File: src/inc/bpd_regs.svh
`ifndef BPD_REGS_SVH
`define BPD_REGS_SVH
// Operation
// - Half-bridge dead band is four clocks per count.
// - Direction bit may be written any time.
// - Unmodulated outputs swap at next prescaler tick.
// - Modulated outputs inactive during direction change.
// - Auto restart only when restart bit set.
// - Restart on: flag follows the shutdown cause.
// - Restart off: flag holds until software clears.
// - Output resumes only at next period start.
// - Flag writes ignored while cause is active.
// - Comparator cause is a level, blocks clearing.
// - Writing one to flag forces shutdown.

// ----------------------------------------------------------------
// Register offsets
// ----------------------------------------------------------------
`define BPD_OFF_CTRL        8'h00
`define BPD_OFF_TIMER       8'h04
`define BPD_OFF_DUTY        8'h08
`define BPD_OFF_DEADBAND    8'h0C
`define BPD_OFF_SHUTDOWN    8'h10
`define BPD_OFF_INT_STAT    8'h14
`define BPD_OFF_INT_MASK    8'h18

// ----------------------------------------------------------------
// Field positions and reset values
// ----------------------------------------------------------------
`define BPD_CTRL_MODE_LSB   6
`define BPD_TMR_PRESC_LSB   8
`define BPD_SD_FLAG_BIT     0
`define BPD_SD_SRC_PIN_BIT  1
`define BPD_SD_SRC_CMP_BIT  2
`define BPD_SD_CAUSE_BIT    3
`define BPD_EV_SHUTDOWN     0
`define BPD_EV_PERIOD       1
`define BPD_EV_DIR          2
`define BPD_EV_W            3
`define BPD_RST_PERIOD      8'hFF
`define BPD_RST_DUTY        8'h80

// ----------------------------------------------------------------
// Timing
// ----------------------------------------------------------------
`define BPD_TOSC_NS         100
`define BPD_PCLK_NS         100
`define BPD_DB_UNIT_TOSC    4
`define BPD_DB_UNIT_CYC     ((`BPD_DB_UNIT_TOSC * `BPD_TOSC_NS + `BPD_PCLK_NS - 1) / `BPD_PCLK_NS)
`define BPD_TICK0_TOSC      4
`define BPD_TICK1_TOSC      16
`define BPD_TICK2_TOSC      64
`define BPD_TICK0_CYC       ((`BPD_TICK0_TOSC * `BPD_TOSC_NS) / `BPD_PCLK_NS)
`define BPD_TICK1_CYC       ((`BPD_TICK1_TOSC * `BPD_TOSC_NS) / `BPD_PCLK_NS)
`define BPD_TICK2_CYC       ((`BPD_TICK2_TOSC * `BPD_TOSC_NS) / `BPD_PCLK_NS)
`endif

File: src/inc/bpd_pkg.sv
package bpd_pkg;
  typedef enum logic [1:0] {
    MODE_SINGLE   = 2'h0,
    MODE_FULL_FWD = 2'h1,
    MODE_HALF     = 2'h2,
    MODE_FULL_REV = 2'h3
  } bpd_mode_t;

  typedef enum logic [3:0] {
    ST_RUN  = 4'h1,
    ST_DIR  = 4'h2,
    ST_SHUT = 4'h4,
    ST_WAIT = 4'h8
  } bpd_state_t;

  typedef struct packed {
    logic a;
    logic b;
    logic c;
    logic d;
  } bpd_bridge_t;

  typedef struct packed {
    logic       auto_restart_enable;
    logic [6:0] count;
  } bpd_deadband_t;
endpackage : bpd_pkg

File: src/rtl/bpd_bridge_pwm.sv
`include "bpd_regs.svh"
module bpd_bridge_pwm (
  // Clock and reset
  input  wire logic        pclk,
  input  wire logic        presetn,
  // APB slave
  input  wire logic        psel,
  input  wire logic        penable,
  input  wire logic        pwrite,
  input  wire logic [7:0]  paddr,
  input  wire logic [31:0] pwdata,
  output logic [31:0]      prdata,
  output logic             pready,
  output logic             pslverr,
  // Shutdown causes
  input  wire logic        shutdown_pin_in,
  input  wire logic        comparator_in,
  // Bridge outputs
  output logic             bridge_out_a,
  output logic             bridge_out_b,
  output logic             bridge_out_c,
  output logic             bridge_out_d,
  // Interrupt
  output logic             irq
);
  // ----------------------------------------------------------------
  // Register file state
  // ----------------------------------------------------------------
  bpd_pkg::bpd_mode_t     mode_q, mode_d;
  logic [7:0]             period_q, period_d;
  logic [1:0]             presc_q, presc_d;
  logic [7:0]             duty_q, duty_d;
  bpd_pkg::bpd_deadband_t db_q, db_d;
  logic                   src_pin_q, src_pin_d;
  logic                   src_cmp_q, src_cmp_d;
  logic [`BPD_EV_W-1:0]   mask_q, mask_d;
  logic [`BPD_EV_W-1:0]   stat_q, stat_d;
  logic [31:0]            prdata_q, prdata_d;
  logic                   pslverr_q, pslverr_d;

  // ----------------------------------------------------------------
  // Output stage state
  // ----------------------------------------------------------------
  bpd_pkg::bpd_state_t    state_q, state_d;
  bpd_pkg::bpd_mode_t     mode_eff_q, mode_eff_d;
  bpd_pkg::bpd_bridge_t   out_q, out_d;
  logic                   flag_q, flag_d;
  logic                   cause_q;

  logic                   setup;
  logic                   wr;
  logic                   rd;
  logic                   mapped;
  logic                   cause;
  logic                   dir_change;
  logic [`BPD_EV_W-1:0]   ev;
  logic [7:0]             tmr_count;
  logic                   tmr_tick;
  logic                   tmr_wrap;
  logic                   pwm;
  logic                   db_a;
  logic                   db_b;
  logic [6:0]             db_count;

  bpd_period_timer #(
    .W (8)
  ) u_timer (
    .pclk    (pclk),
    .presetn (presetn),
    .period  (period_q),
    .presc   (presc_q),
    .count   (tmr_count),
    .tick    (tmr_tick),
    .wrap    (tmr_wrap)
  );

  assign pwm      = (tmr_count < duty_q);
  assign db_count = (mode_eff_q == bpd_pkg::MODE_HALF) ? db_q.count : 7'h00;

  bpd_deadband #(
    .CW   (7),
    .UNIT (`BPD_DB_UNIT_CYC)
  ) u_db_a (
    .pclk    (pclk),
    .presetn (presetn),
    .sig_in  (pwm),
    .count   (db_count),
    .sig_out (db_a)
  );

  bpd_deadband #(
    .CW   (7),
    .UNIT (`BPD_DB_UNIT_CYC)
  ) u_db_b (
    .pclk    (pclk),
    .presetn (presetn),
    .sig_in  (!pwm),
    .count   (db_count),
    .sig_out (db_b)
  );

  // ----------------------------------------------------------------
  // APB decode and register file
  // ----------------------------------------------------------------
  assign setup  = psel && !penable;
  assign wr     = psel && penable && pwrite && !pslverr_q;
  assign rd     = psel && penable && !pwrite && !pslverr_q;
  assign cause  = (src_pin_q && shutdown_pin_in) || (src_cmp_q && comparator_in);

  // Read data is captured in the setup cycle so that pready can stay high.
  always_comb begin
    mode_d    = mode_q;
    period_d  = period_q;
    presc_d   = presc_q;
    duty_d    = duty_q;
    db_d      = db_q;
    src_pin_d = src_pin_q;
    src_cmp_d = src_cmp_q;
    mask_d    = mask_q;
    prdata_d  = prdata_q;
    pslverr_d = pslverr_q;
    mapped    = 1'b1;
    if (setup) begin
      prdata_d = 32'h0000_0000;
      case (paddr)
        `BPD_OFF_CTRL:     prdata_d[`BPD_CTRL_MODE_LSB +: 2] = mode_q;
        `BPD_OFF_TIMER:    prdata_d[9:0] = {presc_q, period_q};
        `BPD_OFF_DUTY:     prdata_d[7:0] = duty_q;
        `BPD_OFF_DEADBAND: prdata_d[7:0] = db_q;
        `BPD_OFF_SHUTDOWN: prdata_d[3:0] = {cause, src_cmp_q, src_pin_q, flag_q};
        `BPD_OFF_INT_STAT: prdata_d[`BPD_EV_W-1:0] = stat_q;
        `BPD_OFF_INT_MASK: prdata_d[`BPD_EV_W-1:0] = mask_q;
        default:           mapped = 1'b0;
      endcase
      pslverr_d = !mapped;
    end
    if (wr) begin
      case (paddr)
        `BPD_OFF_CTRL: begin
          mode_d = bpd_pkg::bpd_mode_t'(pwdata[`BPD_CTRL_MODE_LSB +: 2]);
        end
        `BPD_OFF_TIMER: begin
          period_d = pwdata[7:0];
          presc_d  = pwdata[`BPD_TMR_PRESC_LSB +: 2];
        end
        `BPD_OFF_DUTY: begin
          duty_d = pwdata[7:0];
        end
        `BPD_OFF_DEADBAND: begin
          db_d = pwdata[7:0];
        end
        `BPD_OFF_SHUTDOWN: begin
          src_pin_d = pwdata[`BPD_SD_SRC_PIN_BIT];
          src_cmp_d = pwdata[`BPD_SD_SRC_CMP_BIT];
        end
        `BPD_OFF_INT_MASK: begin
          mask_d = pwdata[`BPD_EV_W-1:0];
        end
        default: begin
        end
      endcase
    end
    // Only the bits that were returned are cleared, so a new event is kept.
    stat_d = stat_q;
    if (rd && (paddr == `BPD_OFF_INT_STAT)) begin
      stat_d = stat_q & ~prdata_q[`BPD_EV_W-1:0];
    end
    stat_d = stat_d | ev;
  end

  always_ff @(posedge pclk or negedge presetn) begin
    if (!presetn) begin
      mode_q    <= bpd_pkg::MODE_SINGLE;
      period_q  <= `BPD_RST_PERIOD;
      presc_q   <= 2'h0;
      duty_q    <= `BPD_RST_DUTY;
      db_q      <= '0;
      src_pin_q <= 1'b0;
      src_cmp_q <= 1'b0;
      mask_q    <= '0;
      stat_q    <= '0;
      prdata_q  <= 32'h0000_0000;
      pslverr_q <= 1'b0;
    end else begin
      mode_q    <= mode_d;
      period_q  <= period_d;
      presc_q   <= presc_d;
      duty_q    <= duty_d;
      db_q      <= db_d;
      src_pin_q <= src_pin_d;
      src_cmp_q <= src_cmp_d;
      mask_q    <= mask_d;
      stat_q    <= stat_d;
      prdata_q  <= prdata_d;
      pslverr_q <= pslverr_d;
    end
  end

  // ----------------------------------------------------------------
  // Shutdown flag, direction change and output steering
  // ----------------------------------------------------------------
  assign dir_change = ((mode_q == bpd_pkg::MODE_FULL_FWD) && (mode_eff_q == bpd_pkg::MODE_FULL_REV)) ||
                      ((mode_q == bpd_pkg::MODE_FULL_REV) && (mode_eff_q == bpd_pkg::MODE_FULL_FWD));

  always_comb begin
    // A forced shutdown written in the cycle the cause goes away must not be lost, so the write comes after the auto-restart clear.
    flag_d = flag_q;
    if (db_q.auto_restart_enable && cause_q && !cause) begin
      flag_d = 1'b0;
    end
    if (wr && (paddr == `BPD_OFF_SHUTDOWN) && !cause) begin
      flag_d = pwdata[`BPD_SD_FLAG_BIT];
    end
    if (cause) begin
      flag_d = 1'b1;
    end

    state_d    = state_q;
    mode_eff_d = mode_eff_q;
    case (state_q)
      bpd_pkg::ST_RUN: begin
        if (dir_change) begin
          state_d = bpd_pkg::ST_DIR;
        end else begin
          mode_eff_d = mode_q;
        end
      end
      bpd_pkg::ST_DIR: begin
        if (tmr_tick) begin
          mode_eff_d = mode_q;
        end
        if (tmr_wrap) begin
          state_d = bpd_pkg::ST_RUN;
        end
      end
      bpd_pkg::ST_SHUT: begin
        if (!flag_q) begin
          state_d = bpd_pkg::ST_WAIT;
        end
      end
      bpd_pkg::ST_WAIT: begin
        if (tmr_wrap) begin
          state_d    = bpd_pkg::ST_RUN;
          mode_eff_d = mode_q;
        end
      end
      default: begin
        state_d = bpd_pkg::ST_SHUT;
      end
    endcase
    if (flag_q) begin
      state_d = bpd_pkg::ST_SHUT;
    end

    out_d = '0;
    case (mode_eff_q)
      bpd_pkg::MODE_SINGLE: begin
        out_d.a = pwm;
      end
      bpd_pkg::MODE_HALF: begin
        out_d.a = db_a;
        out_d.b = db_b;
      end
      bpd_pkg::MODE_FULL_FWD: begin
        out_d.a = 1'b1;
        out_d.d = pwm;
      end
      default: begin
        out_d.c = 1'b1;
        out_d.b = pwm;
      end
    endcase
    if ((state_q == bpd_pkg::ST_DIR) || (state_d == bpd_pkg::ST_DIR)) begin
      out_d.b = 1'b0;
      out_d.d = 1'b0;
    end
    if (state_q != bpd_pkg::ST_RUN && state_q != bpd_pkg::ST_DIR) begin
      out_d = '0;
    end
    if (flag_q) begin
      out_d = '0;
    end

    ev                   = '0;
    ev[`BPD_EV_SHUTDOWN] = flag_d && !flag_q;
    ev[`BPD_EV_PERIOD]   = tmr_wrap;
    ev[`BPD_EV_DIR]      = (state_q == bpd_pkg::ST_DIR) && tmr_wrap;
  end

  always_ff @(posedge pclk or negedge presetn) begin
    if (!presetn) begin
      state_q    <= bpd_pkg::ST_WAIT;
      mode_eff_q <= bpd_pkg::MODE_SINGLE;
      out_q      <= '0;
      flag_q     <= 1'b0;
      cause_q    <= 1'b0;
    end else begin
      state_q    <= state_d;
      mode_eff_q <= mode_eff_d;
      out_q      <= out_d;
      flag_q     <= flag_d;
      cause_q    <= cause;
    end
  end

  assign prdata       = prdata_q;
  assign pready       = 1'b1;
  assign pslverr      = pslverr_q && psel && penable;
  assign bridge_out_a = out_q.a;
  assign bridge_out_b = out_q.b;
  assign bridge_out_c = out_q.c;
  assign bridge_out_d = out_q.d;
  assign irq          = |(stat_q & mask_q);
endmodule : bpd_bridge_pwm

File: src/rtl/bpd_deadband.sv
`include "bpd_regs.svh"
module bpd_deadband #(
  parameter int CW   = 7,
  parameter int UNIT = `BPD_DB_UNIT_CYC
) (
  // Clock and reset
  input  wire logic          pclk,
  input  wire logic          presetn,
  // Signal and delay
  input  wire logic          sig_in,
  input  wire logic [CW-1:0] count,
  output logic               sig_out
);
  localparam int TW = CW + $clog2(UNIT) + 1;

  logic [TW-1:0] cnt_q;
  logic [TW-1:0] cnt_d;
  logic [TW-1:0] target;
  logic          out_q;
  logic          out_d;

  // Only the rising edge is held back; the falling edge passes at once.
  always_comb begin
    target = TW'(count) * TW'(UNIT);
    cnt_d  = cnt_q;
    if (!sig_in) begin
      cnt_d = '0;
    end else if (cnt_q != target) begin
      cnt_d = cnt_q + TW'(1);
    end
    out_d = sig_in && (cnt_q == target);
  end

  always_ff @(posedge pclk or negedge presetn) begin
    if (!presetn) begin
      cnt_q <= '0;
      out_q <= 1'b0;
    end else begin
      cnt_q <= cnt_d;
      out_q <= out_d;
    end
  end

  assign sig_out = out_q;
endmodule : bpd_deadband

File: src/rtl/bpd_period_timer.sv
`include "bpd_regs.svh"
module bpd_period_timer #(
  parameter int W = 8
) (
  // Clock and reset
  input  wire logic         pclk,
  input  wire logic         presetn,
  // Setup
  input  wire logic [W-1:0] period,
  input  wire logic [1:0]   presc,
  // Timer state
  output logic [W-1:0]      count,
  output logic              tick,
  output logic              wrap
);
  logic [6:0]   div_q;
  logic [6:0]   div_d;
  logic [6:0]   div_last;
  logic [W-1:0] cnt_q;
  logic [W-1:0] cnt_d;
  logic         tick_q;
  logic         tick_d;
  logic         wrap_q;
  logic         wrap_d;

  always_comb begin
    case (presc)
      2'h0:    div_last = 7'(`BPD_TICK0_CYC - 1);
      2'h1:    div_last = 7'(`BPD_TICK1_CYC - 1);
      default: div_last = 7'(`BPD_TICK2_CYC - 1);
    endcase
    tick_d = (div_q >= div_last);
    div_d  = tick_d ? 7'h00 : div_q + 7'h01;
    wrap_d = tick_d && (cnt_q >= period);
    cnt_d  = cnt_q;
    if (tick_d) begin
      cnt_d = wrap_d ? '0 : cnt_q + W'(1);
    end
  end

  always_ff @(posedge pclk or negedge presetn) begin
    if (!presetn) begin
      div_q  <= 7'h00;
      cnt_q  <= '0;
      tick_q <= 1'b0;
      wrap_q <= 1'b0;
    end else begin
      div_q  <= div_d;
      cnt_q  <= cnt_d;
      tick_q <= tick_d;
      wrap_q <= wrap_d;
    end
  end

  assign count = cnt_q;
  assign tick  = tick_q;
  assign wrap  = wrap_q;
endmodule : bpd_period_timer

File: config.mk
export PLATFORM = sky130hd
export DESIGN_NAME = bpd_bridge_pwm
export DESIGN_NICKNAME = d
export VERILOG_FILES = /design/src/inc/bpd_pkg.sv /design/src/rtl/bpd_bridge_pwm.sv /design/src/rtl/bpd_deadband.sv /design/src/rtl/bpd_period_timer.sv
export VERILOG_INCLUDE_DIRS = /design/src /design/src/inc
export SDC_FILE = /design/constraint.sdc
export NUM_CORES = 1
export LEC_CHECK = 0
export BUFFER_PORTS_ARGS = -buffer_cell sky130_fd_sc_hd__clkbuf_2
export CAP_MARGIN = 5
export CORE_ASPECT_RATIO = 0.6
export CORE_MARGIN = 2
export CORE_UTILIZATION = 30
export DETAILED_ROUTE_END_ITERATION = 8
export PLACE_DENSITY = 0.59
export SYNTH_ARGS = -nofsm -noshare
export SYNTH_HDL_FRONTEND = slang
export SYNTH_SLANG_ARGS = --single-unit
File: constraint.sdc
create_clock -name pclk -period 2.09 [get_ports pclk]
set_input_delay 0.1045 -clock pclk [delete_from_list [all_inputs] [get_ports pclk]]
set_output_delay 0.1045 -clock pclk [all_outputs]
set_load 0.02 [all_outputs]
* After elaboration in Yosys (flattened, before gate mapping) *
Index checks and enable logic that the tools add are counted.

operators by class
  add/sub/neg operators = 4
  $lt $le $gt $ge = 3
  eq/ne operators = 27
  muxes and demuxes = 35
  bitwise gates (word level) = 4
  reduce and logical (&&, ||, !) cells = 50

operators by type and width
  operator                                       count
  2-to-1 mux 10 bit                              4
  == test 8 x 5 -> 1 bit, second input constant  3
  logical AND 1 bit                              23
  adder 10 x 1 -> 10 bit, second input constant  2
  == test 10 x 9 -> 1 bit                        2
  2-to-1 mux 4 bit                               5
  inequality test 10 x 9 -> 1 bit                2
  case mux 3 bit (6 select lines)                1
  == test 8 x 4 -> 1 bit, second input constant  2
  2-to-1 mux 7 bit                               2
  case mux 2 bit (3 select lines)                2
  case mux 4 bit (3 select lines)                1
  case mux 6 bit (2 select lines)                1
  AND reduction 2 bit                            6
  2-to-1 mux 1 bit                               9
  adder 8 x 1 -> 8 bit, second input constant    1
  == test 4 x 2 -> 1 bit, second input constant  2
  == test 8 x 3 -> 1 bit, second input constant  1
  >= comparator 8 bit                            1
  logical NOT 8 bit                              1
  less-than comparator 8 bit                     1
  2-to-1 mux 2 bit                               4
  2-to-1 mux 8 bit                               1
  case mux 2 bit (4 select lines)                1
  27 further kinds                               45

storage, ports and cells
  register bits = 98
  input port bits = 47
  output and inout bits = 39
  logic and storage cells = 151

* Depth between registers and ports, before layout *
Gate-level depths: netlist of the first run.

  depth after elaboration = 11
  depth in mapped cells = 10
  gate-level depth less buffers = 8

* Hierarchy *
Synthesis of the first run repeated with hierarchy kept, for this count alone.

unflattened totals
  cells, all modules = 537
  area, all modules = 5708.0 um^2

modules (own cells, without submodules)
  module            times used  cells each  area each (um^2)
  bpd_bridge_pwm    1           285         3218.1
  bpd_deadband      2           74          708.2
  bpd_period_timer  1           104         1073.5

* Worst setup path before layout of the first run *
OpenSTA, ideal clock, no wires.

  path type = register to register
  start = reg u_timer.cnt_q[3] (netlist: u_timer.count[3])
  end = reg u_db_a.cnt_q[8]
  library setup time = 0.068 ns
  arrival time = 2.089 ns
  data required time = 2.022 ns
  slack = -0.067 ns
  cell stages (with the launch flop) = 8
  buffers on the path = 1
  cell sequence = dfrtp_1 -> ha_1 -> a211oi_1 -> o21ai_0 -> a221o_1 -> buf_2 -> or4_1 -> nand2_1

between the ends
  word-level cells in the longest chain between the ends = 2

RTL lines
  element                                                                             line                    text
  from (decl)                                                                         bpd_period_timer.sv:19  logic [W-1:0] cnt_q;
  from (signal assigned)                                                              bpd_period_timer.sv:49  cnt_q <= cnt_d;
  less-than comparator 8 bit (*)                                                      bpd_bridge_pwm.sv:77    assign pwm = (tmr_count < duty_q);
  inequality test 2 bit (no source line) / 2-to-1 mux 10 bit (equally long branches)  n/a
  to (signal assigned)                                                                bpd_deadband.sv:39      cnt_q <= cnt_d;
  to (decl)                                                                           bpd_deadband.sv:16      logic [TW-1:0] cnt_q;

Every way passes the cells marked *; elsewhere a longest branch is shown, timed or not.
A chain may end at the register's enable or synchronous reset.

* Final worst setup path of the first run *
  start = reg mode_eff_q[0]
  end = reg u_db_a.cnt_q[1]

between the ends
  word-level cells in the longest chain between the ends = 4

RTL lines
  element                                 line                   text
  from (decl)                             bpd_bridge_pwm.sv:45   bpd_pkg::bpd_mode_t mode_eff_q, mode_eff_d;
  from (signal assigned)                  bpd_bridge_pwm.sv:293  mode_eff_q <= bpd_pkg::MODE_SINGLE;
  from (signal assigned)                  bpd_bridge_pwm.sv:299  mode_eff_q <= mode_eff_d;
  == test 2 bit                           bpd_bridge_pwm.sv:78   assign db_count = (mode_eff_q == bpd_pkg::MODE_HALF) ? db_q.count : 7'h00;
  2-to-1 mux 7 bit                        bpd_bridge_pwm.sv:78
  inequality test 10 x 9 -> 1 bit         bpd_deadband.sv:28     end else if (cnt_q != target) begin
  inequality test 2 bit (no source line)  n/a

Every way passes these cells.

==> results.json, run 1 <==
{
  "grt_pass1_wl_um": 23500,
  "run_status": "complete, no violations",
  "r2r-end": "u_db_a.cnt_q[1]$_DFFE_PN0N_",
  "period_needed_ps": 2020,
  "r2r_start": "mode_eff_q[0]$_DFFE_PN0P_",
  "arrival_ps": 2250,
  "hold_viol": 0,
  "worst_slew_pin_slew_ps": 741,
  "synthXorXnorAreaFrac": 0.0267,
  "synthMuxAreaShare": 0.0769,
  "port_buffers": 40,
  "switching_share": 0.312,
  "cap_violations": 0,
  "power_frac_seq": 0.435,
  "io_pins": 86,
  "syn2layout_area_growth_pct": 21.8,
  "maxSlewHeadroom": 0.506,
  "fp-row-count": 38,
  "p_int_mw": 3.42,
  "final_cell_mix": "87 x dfrtp_1, 52 x nand2_1, 49 x buf_4",
  "ys_seq_area_frac": 0.442,
  "ys_types": 71,
  "utilization": 0.374,
  "cts_root_buffer": "clkbuf_16",
  "reg2reg_depth": 7,
  "clkPwrFrac": 0.328,
  "cts_tree": "done",
  "grt_max_degree": 38,
  "critPathKind": "reg -> reg",
  "synth_compound_area_frac": 0.141,
  "min_period_over_period": 0.964,
  "yosys_most_used_dff": "dfrtp_1",
  "routabilityCongestion": 0.836,
  "core_area_um2": 18200,
  "crit_fanout": 6,
  "die_w_um": 180,
  "die_h_um": 110,
  "fmax_ghz": 0.496,
  "synthArstFlopShare": 1.00,
  "synth_top_family_by_area": "simple AND/OR/NAND/NOR gates",
  "via_per_inst": 4.88,
  "vias": 4390,
  "synth_edf_count": 0,
  "vdd_drop_max_mv": 0.417,
  "dp.final_hpwl_um": 11200,
  "grt_pass1_vias": 4107,
  "regArea_um2": 2470,
  "combPwrFrac": 0.237,
  "ant_nets": 0,
  "dr.pass1.iters": 4,
  "nNetsFinal": 725,
  "reg2reg_slack_ps": 70,
  "grt.total_usage": 0.154,
  "grt_overflow_total": 0,
  "start_util": 0.307,
  "routedWlPerCell_um": 16.4,
  "rsz0062_at_grt": "yes",
  "critPathLaunchType": "flip-flop",
  "die_area_um2": 19700,
  "power.density_nw_per_um2": 732,
  "yosysWarnings": 0,
  "clkLatencyLatePin_ps": 350,
  "drcViolationCount": 0,
  "cellLeakagePower_nw": 3.09,
  "h-tree-depth": 3,
  "wl_um": 14700,
  "synthAdderAreaFrac": 0.0560,
  "synthSimpleGateAreaFrac": 0.188,
  "startpoint": "mode_eff_q[0]$_DFFE_PN0P_",
  "hp-class": "in -> reg",
  "p_sw_mw": 1.55,
  "endpoint_kind": "flip-flop",
  "antenna_found_initial": 2,
  "setup_viol": 0,
  "clk_path_buf_depth": 2,
  "cts.sinks": 98,
  "synth_area_per_cell_um2": 9.86,
  "cts_buffers": 9,
  "tns_ps": 0,
  "clock_skew_ps": 9.01,
  "netlist_area_um2": 5580,
  "clk_pin_slew_worst_paths_ps": 70,
  "cp.required_ps": 2330,
  "timing_max_transition_violations_final": 0,
  "drt_iter0_markers": 361,
  "final_common_cell": "dfrtp_1",
  "netlist_instances": 566,
  "p_total_mw": 4.98,
  "ys_seq_elements": 98,
  "multi_input_area_um2": 2940,
  "cp-endpoint": "u_db_a.cnt_q[1]$_DFFE_PN0N_",
  "n_fill_cell": 1827,
  "drive_above_1_share": 0.274
}
critical path: stages (launching register included):
cell	delay [ps]
dfrtp_1	400
nand2b_4	190
nor2_1	60
o32a_2	380
nor4_4	460
buf_6	180
mux2i_1	180
nor2_1	50
cells in the mapped netlist, drive strengths merged (10+ instances only):
library cell / n / area share
a21oi: 23 / 0.021
and3: 11 / 0.012
buf: 35 / 0.044
dfrtp: 88 / 0.39
dfstp: 10 / 0.047
ha: 25 / 0.056
inv: 27 / 0.018
mux2: 27 / 0.054
nand2: 52 / 0.035
nand2b: 10 / 0.011
nand3: 22 / 0.021
nor2: 37 / 0.027
nor2b: 10 / 0.011
nor3: 12 / 0.014
o21ai: 42 / 0.038
or3: 12 / 0.014
xnor2: 10 / 0.016
how the worst min path moves through the flow:
stage	startpoint	end	slack [ps]	cells past startpoint
floorplan	presetn	bridge_out_a$_DFF_PN0_	-190	0
global placement	presetn	stat_q[0]$_DFF_PN0_	80	1
detailed placement	presetn	stat_q[0]$_DFF_PN0_	80	1
CTS	pwdata[5]	duty_q[5]$_DFFE_PN0P_	2	3
global route	pwdata[5]	duty_q[5]$_DFFE_PN0P_	4	3
finish	pwdata[5]	duty_q[5]$_DFFE_PN0P_	10	3
layer usage:
metal	vias to the layer above	routed length, µm	GRT usage
met4	2	70	0.0328
met5	-	13	0
met2	113	5350	0.187
met3	6	1080	0.0490
met1	2118	8220	0.251
li1	2151	-	-
state kept, by name (all words and copies together), names as in the netlist, 2 cells and up:
register,count
stat_q,3
state_q,4
u_timer.count,8
mode_q,2
duty_q,8
db_q,8
u_db_b.cnt_q,10
u_db_a.cnt_q,10
u_timer.div_q,7
period_q,8
presc_q,2
prdata,10
mask_q,3
mode_eff_q,2
through the flow:
stage | std cells | cell area (µm²) | worst slack (ps) | hold slack (ps)
finish | 899 | 6800 | 74.5 | 12.6
global route | 898 | 6790 | -24.9 | 4.43
CTS | 890 | 6590 | 6.30 | 2.24
detailed placement | 870 | 6250 | -13.0 | 78.4
global placement | 870 | 6250 | -4.76 | 82.0
floorplan | 587 | 5670 | 7.01 | -191
timing repair:
| item | 4_1_cts | 5_1_grt |
|---|---|---|
| gates cloned | 0 | 2 |
| endpoints found under the hold margin | 30 | 0 |
| hold buffers | 3 | 0 |
| endpoints found under the setup margin | 3 | 30 |
| buffers inserted | 1 | 6 |
| resized for setup | 3 | 29 |
| pin swaps | 0 | 10 |
logic make-up (layout without fill, tap and decap cells):
kind of cell    count (synthesis)  count (layout)
buf+inv                        71             142
other cells                     2              24
mux                            37              37
fa+ha+maj                      25              25
compound gates                122             122
xor+xnor                       17              17
simple gates                  194             194
flops                          98              98
area by class of cell:
type                       count  area share
antenna                        1    0.000368
clock buffer                  10      0.0352
clock inverter                 6     0.00718
inverter                      27      0.0155
multi-input combinational    418       0.433
sequential                    98       0.363
tap                          240      0.0442
timing repair buffer          99       0.102
power groups by stage:
stage               combinational (mW)  sequential [mW]  clock (mW)
global placement                 0.987             2.19           0
finish                            1.18             2.16        1.63
floorplan                        0.672             2.15           0
global route                      1.31             2.19        1.75
CTS                               1.13             2.16        1.67
detailed placement                1.01             2.19           0
Note: power is estimated with default switching activity, not from simulation.
==> inputs of run 2 (changes only) <==
--- a/config.mk
+++ b/config.mk
@@ -6,13 +6,14 @@
 export SDC_FILE = /design/constraint.sdc
 export NUM_CORES = 1
 export LEC_CHECK = 0
+export ABC_CLOCK_PERIOD_IN_PS = 2090
 export BUFFER_PORTS_ARGS = -buffer_cell sky130_fd_sc_hd__clkbuf_2
 export CAP_MARGIN = 5
 export CORE_ASPECT_RATIO = 0.6
 export CORE_MARGIN = 2
-export CORE_UTILIZATION = 30
+export CORE_UTILIZATION = 52
 export DETAILED_ROUTE_END_ITERATION = 8
-export PLACE_DENSITY = 0.59
+export PLACE_DENSITY = 0.87
 export SYNTH_ARGS = -nofsm -noshare
 export SYNTH_HDL_FRONTEND = slang
 export SYNTH_SLANG_ARGS = --single-unit
==> results.json, run 2 (synthesis results as in run 1) <==
{
  "fin_area_um2": 6530,
  "endpoint_kind": "flip-flop",
  "final_cell_mix": "84 x dfrtp_1, 51 x nand2_1, 42 x buf_4",
  "wl_um": 14800,
  "via_per_inst": 6.10,
  "layout.cells.non_filler": 783,
  "grt.total_usage": 0.260,
  "clock_skew_ps": 7.87,
  "io_pins": 86,
  "dp_cells": 755,
  "cap_violations": 0,
  "core_area_um2": 10500,
  "crit_fanout": 7,
  "clkLatencyLatePin_ps": 350,
  "grt_max_degree": 53,
  "die_area_um2": 11600,
  "antennaDiodeCount": 0,
  "fp-row-count": 29,
  "cts.sinks": 98,
  "reg2reg_depth": 8,
  "hp-start": "pwdata[5]",
  "cts_root_buffer": "clkbuf_16",
  "min_period_over_period": 1.01,
  "run_status": "finished with violations",
  "arrival_ps": 2400,
  "hp-class": "in -> reg",
  "rsz0062_at_grt": "yes",
  "vdd_drop_max_mv": 0.515,
  "final_common_cell": "dfrtp_1",
  "grt_pass1_wl_um": 23200,
  "startpoint": "period_q[6]$_DFFE_PN1P_",
  "power.density_nw_per_um2": 771,
  "dr.pass1.iters": 5,
  "fmax_ghz": 0.474,
  "cts_buffers": 9,
  "setup_viol": 1,
  "grt_overflow_total": 0,
  "routedWlPerCell_um": 18.8,
  "routabilityCongestion": 0.874,
  "cp-endpoint": "u_timer.count[2]$_DFFE_PN0N_",
  "die_w_um": 138,
  "drt_iter0_markers": 430,
  "cellLeakagePower_nw": 3.01,
  "critPathKind": "reg -> reg",
  "reg2reg_slack_ps": -20,
  "worst_slew_pin_slew_ps": 681,
  "drcViolationCount": 0,
  "r2r_start": "period_q[6]$_DFFE_PN1P_",
  "die_h_um": 84.3,
  "utilization": 0.621,
  "h-tree-depth": 3,
  "n_fill_cell": 807,
  "dp.final_hpwl_um": 10500,
  "maxSlewHeadroom": 0.546,
  "vias": 4775,
  "grt_pass1_vias": 4507,
  "violations": "negative setup slack",
  "cts_tree": "done",
  "port_buffers": 40,
  "syn2layout_area_growth_pct": 17.0,
  "cp.required_ps": 2380,
  "tns_ps": -20.5,
  "hold_viol": 0,
  "p_total_mw": 5.03,
  "clk_pin_slew_worst_paths_ps": 70,
  "antenna_found_initial": 0,
  "start_util": 0.530,
  "drive_above_1_share": 0.272,
  "place_area_um2": 6020,
  "timing_max_transition_violations_final": 0,
  "period_needed_ps": 2110,
  "ant_nets": 0,
  "fin_ws_ps": -20.5,
  "critPathLaunchType": "flip-flop",
  "nNetsFinal": 711,
  "r2r-end": "u_timer.count[2]$_DFFE_PN0N_",
  "clk_path_buf_depth": 2
}
==> run 2: worst min path at each step <==
stage                                               to  cells after the start
final                            duty_q[5]$_DFFE_PN0P_                      3
after global routing             duty_q[5]$_DFFE_PN0P_                      3
after CTS                        duty_q[5]$_DFFE_PN0P_                      3
after detailed placement  u_timer.count[6]$_DFFE_PN0N_                      1
after global placement           duty_q[4]$_DFFE_PN0P_                      1
after floorplan                 bridge_out_a$_DFF_PN0_                      0
==> run 2: layer usage <==
| layer | vias up | GRT usage | routed length, µm |
|---|---|---|---|
| li1 | 2121 | - | - |
| met1 | 2335 | 0.373 | 6340 |
| met2 | 265 | 0.368 | 6520 |
| met3 | 54 | 0.0791 | 1470 |
| met4 | 0 | 0.107 | 430 |
| met5 | - | 0 | 0 |
==> run 2: final cells by class <==
class                           count  area [µm²]  area share
Clock buffer                        9         225      0.0345
Clock inverter                      7        91.3      0.0140
Inverter                           27         105      0.0161
Multi-Input combinational cell    418        2900       0.445
Sequential cell                    98        2470       0.378
Tap cell                          139         174      0.0266
Timing Repair Buffer               85         561      0.0858
==> run 2: what timing repair did <==
action	CTS	global route
pin swaps	6	10
endpoints found under the setup margin	12	35
gates resized for setup	8	22
hold buffers	3	0
setup buffers	2	7
hold endpoints to repair	34	0
==> run 2: stage by stage <==
step                      hold WS, ps  worst slack (ps)
final                            9.77             -20.5
after floorplan                  -191              7.01
after detailed placement         18.4             -53.6
after global placement           15.8              36.7
after global routing             34.2             -50.9
after CTS                        9.06              1.28
==> run 2: critical path, cell delays in order, from the launching register on <==
cell and delay, ps:
dfstp_2 570, inv_1 50, ha_1 320, a21o_1 190, a21oi_1 210, o21ai_2 170, buf_4 190, o21ai_1 170
a22o_1 170
==> run 2: where the power goes <==
| group | total (mW) | internal [mW] | switching (mW) |
|---|---|---|---|
| clock network | 1.77 | 1.05 | 0.726 |
| logic | 1.09 | 0.465 | 0.628 |
| registers | 2.17 | 2.03 | 0.143 |
==> inputs of run 3 (changes only) <==
--- a/config.mk
+++ b/config.mk
@@ -11,9 +11,10 @@
 export CAP_MARGIN = 5
 export CORE_ASPECT_RATIO = 0.6
 export CORE_MARGIN = 2
-export CORE_UTILIZATION = 52
+export CORE_UTILIZATION = 53
+export CTS_BUF_LIST = sky130_fd_sc_hd__clkbuf_2
 export DETAILED_ROUTE_END_ITERATION = 8
-export PLACE_DENSITY = 0.87
+export PLACE_DENSITY = 0.88
 export SYNTH_ARGS = -nofsm -noshare
 export SYNTH_HDL_FRONTEND = slang
 export SYNTH_SLANG_ARGS = --single-unit
==> results.json, run 3 (synthesis results as in run 1) <==
{
  "cts_root_buffer": "clkbuf_2",
  "grt_pass1_vias": 4652,
  "port_buffers": 40,
  "path_cells": "inv_1 > ha_4 > a21o_1 > a211oi_2 > o21a_2 > clkinvlp_4 > buf_2 > and2_1",
  "cts_tree": "done",
  "cp.required_ps": 2650,
  "cts.sinks": 98,
  "fp-row-count": 28,
  "critPathKind": "reg -> reg",
  "crit_fanout": 8,
  "die_area_um2": 11400,
  "p_total_mw": 4.60,
  "vdd_drop_max_mv": 0.402,
  "slowest_stage": "dfrtp_1",
  "die_w_um": 136,
  "wl_um": 16400,
  "critPathLaunchType": "flip-flop",
  "fin_ws_ps": -61.2,
  "cap_violations": 0,
  "drcViolationCount": 0,
  "hold_viol": 0,
  "arrival_ps": 2720,
  "run_status": "finished with violations",
  "die_h_um": 83.5,
  "place_area_um2": 6030,
  "drive_above_1_share": 0.291,
  "cp_top_family": "compound AO/OA/AOI/OAI gates",
  "dp.final_hpwl_um": 10600,
  "final_cell_mix": "81 x dfrtp_1, 60 x buf_4, 52 x nand2_1",
  "antennaDiodeCount": 0,
  "final_common_cell": "dfrtp_1",
  "routedWlPerCell_um": 20.1,
  "clkLatencyLatePin_ps": 630,
  "clk_path_buf_depth": 2,
  "grt_overflow_total": 0,
  "setup_viol": 11,
  "routabilityCongestion": 0.929,
  "grt.total_usage": 0.273,
  "timing_max_transition_violations_final": 0,
  "syn2layout_area_growth_pct": 21.0,
  "power.density_nw_per_um2": 680,
  "cellLeakagePower_nw": 3.12,
  "reg2reg_slack_ps": -60,
  "violations": "negative setup slack",
  "dr.pass1.iters": 6,
  "cts_buffers": 9,
  "antenna_found_initial": 0,
  "clk_pin_slew_worst_paths_ps": 270,
  "via_per_inst": 6.23,
  "grt_max_degree": 47,
  "clock_skew_ps": 16.9,
  "fmax_ghz": 0.465,
  "endpoint_kind": "flip-flop",
  "grt_pass1_wl_um": 24100,
  "min_period_over_period": 1.03,
  "slowest_delay_ps": 480,
  "nNetsFinal": 750,
  "ant_nets": 0,
  "vias": 5100,
  "core_area_um2": 10100,
  "tns_ps": -247,
  "maxSlewHeadroom": 0.533,
  "worst_slew_pin_slew_ps": 701,
  "io_pins": 86,
  "hp-class": "in -> reg",
  "fin_area_um2": 6750,
  "cp_num_buf_inv": 3,
  "drt_iter0_markers": 626,
  "period_needed_ps": 2150,
  "rsz0062_at_grt": "yes",
  "start_util": 0.555,
  "h-tree-depth": 3
}
-- run 3: through the flow --
step           hold WS, ps  utilization  instances  worst slack [ps]
2_1_floorplan         -191            -        587              7.01
3_3_place_gp          62.5        0.599        753              54.9
4_1_cts               19.0        0.646        796             -50.9
5_1_grt               75.7        0.672        818             -92.3
3_5_place_dp          73.6        0.599        753             -28.2
6_report              67.7        0.672        818             -61.2
-- run 3: path summary, 6_finish.rpt --
check	cells past startpoint	endpoint	from
worst max-delay path	8	u_timer.wrap$_DFF_PN0_	presc_q[1]$_DFFE_PN0P_
min in group asynchronous	3	period_q[7]$_DFFE_PN1P_	presetn
worst max register to register	8	u_timer.wrap$_DFF_PN0_	presc_q[1]$_DFFE_PN0P_
max in group asynchronous	4	u_db_b.cnt_q[5]$_DFFE_PN0N_	presetn
worst min register to register	2	prdata[8]$_DFFE_PN0P_	prdata[8]$_DFFE_PN0P_
worst min-delay path	3	prdata[5]$_DFFE_PN0P_	paddr[4]
-- run 3: layer usage --
| layer | wire length [µm] | GRT usage | vias to the layer above | part of all wire |
|---|---|---|---|---|
| met1 | 6660 | 0.388 | 2492 | 0.40 |
| met3 | 1760 | 0.0759 | 68 | 0.11 |
| li1 | - | - | 2203 | - |
| met2 | 7460 | 0.394 | 337 | 0.45 |
| met4 | 559 | 0.100 | 0 | 0.034 |
| met5 | 0 | 0.0278 | - | 0 |
-- run 3: where the power goes --
part	internal, mW	switching (mW)
sequential	2.03	0.144
combinational	0.545	0.669
clock	0.522	0.686
total	3.10	1.50
-- run 3: layout make-up --
type | count | area [µm²]
timing repair buffer | 123 | 901
sequential | 98 | 2470
clock buffer | 10 | 50.0
tap | 135 | 169
multi-input combinational | 419 | 2940
fill | 700 | 3300
inverter | 27 | 105
clock inverter | 6 | 114
-- run 3: worst register-to-register path: stages, from the launching register on --
cell and delay, ps:
dfrtp_1 480, inv_1 180, ha_4 240, a21o_1 180
a211oi_2 240, o21a_2 230, clkinvlp_4 180, buf_2 210
and2_1 150
-- run 3: what timing repair did --
item	in CTS	in global routing
pin swaps	7	9
endpoints found under the hold margin	144	0
cloned	0	1
buffers inserted	5	21
endpoints found under the setup margin	15	36
hold buffers	22	0
gates resized for setup	7	27
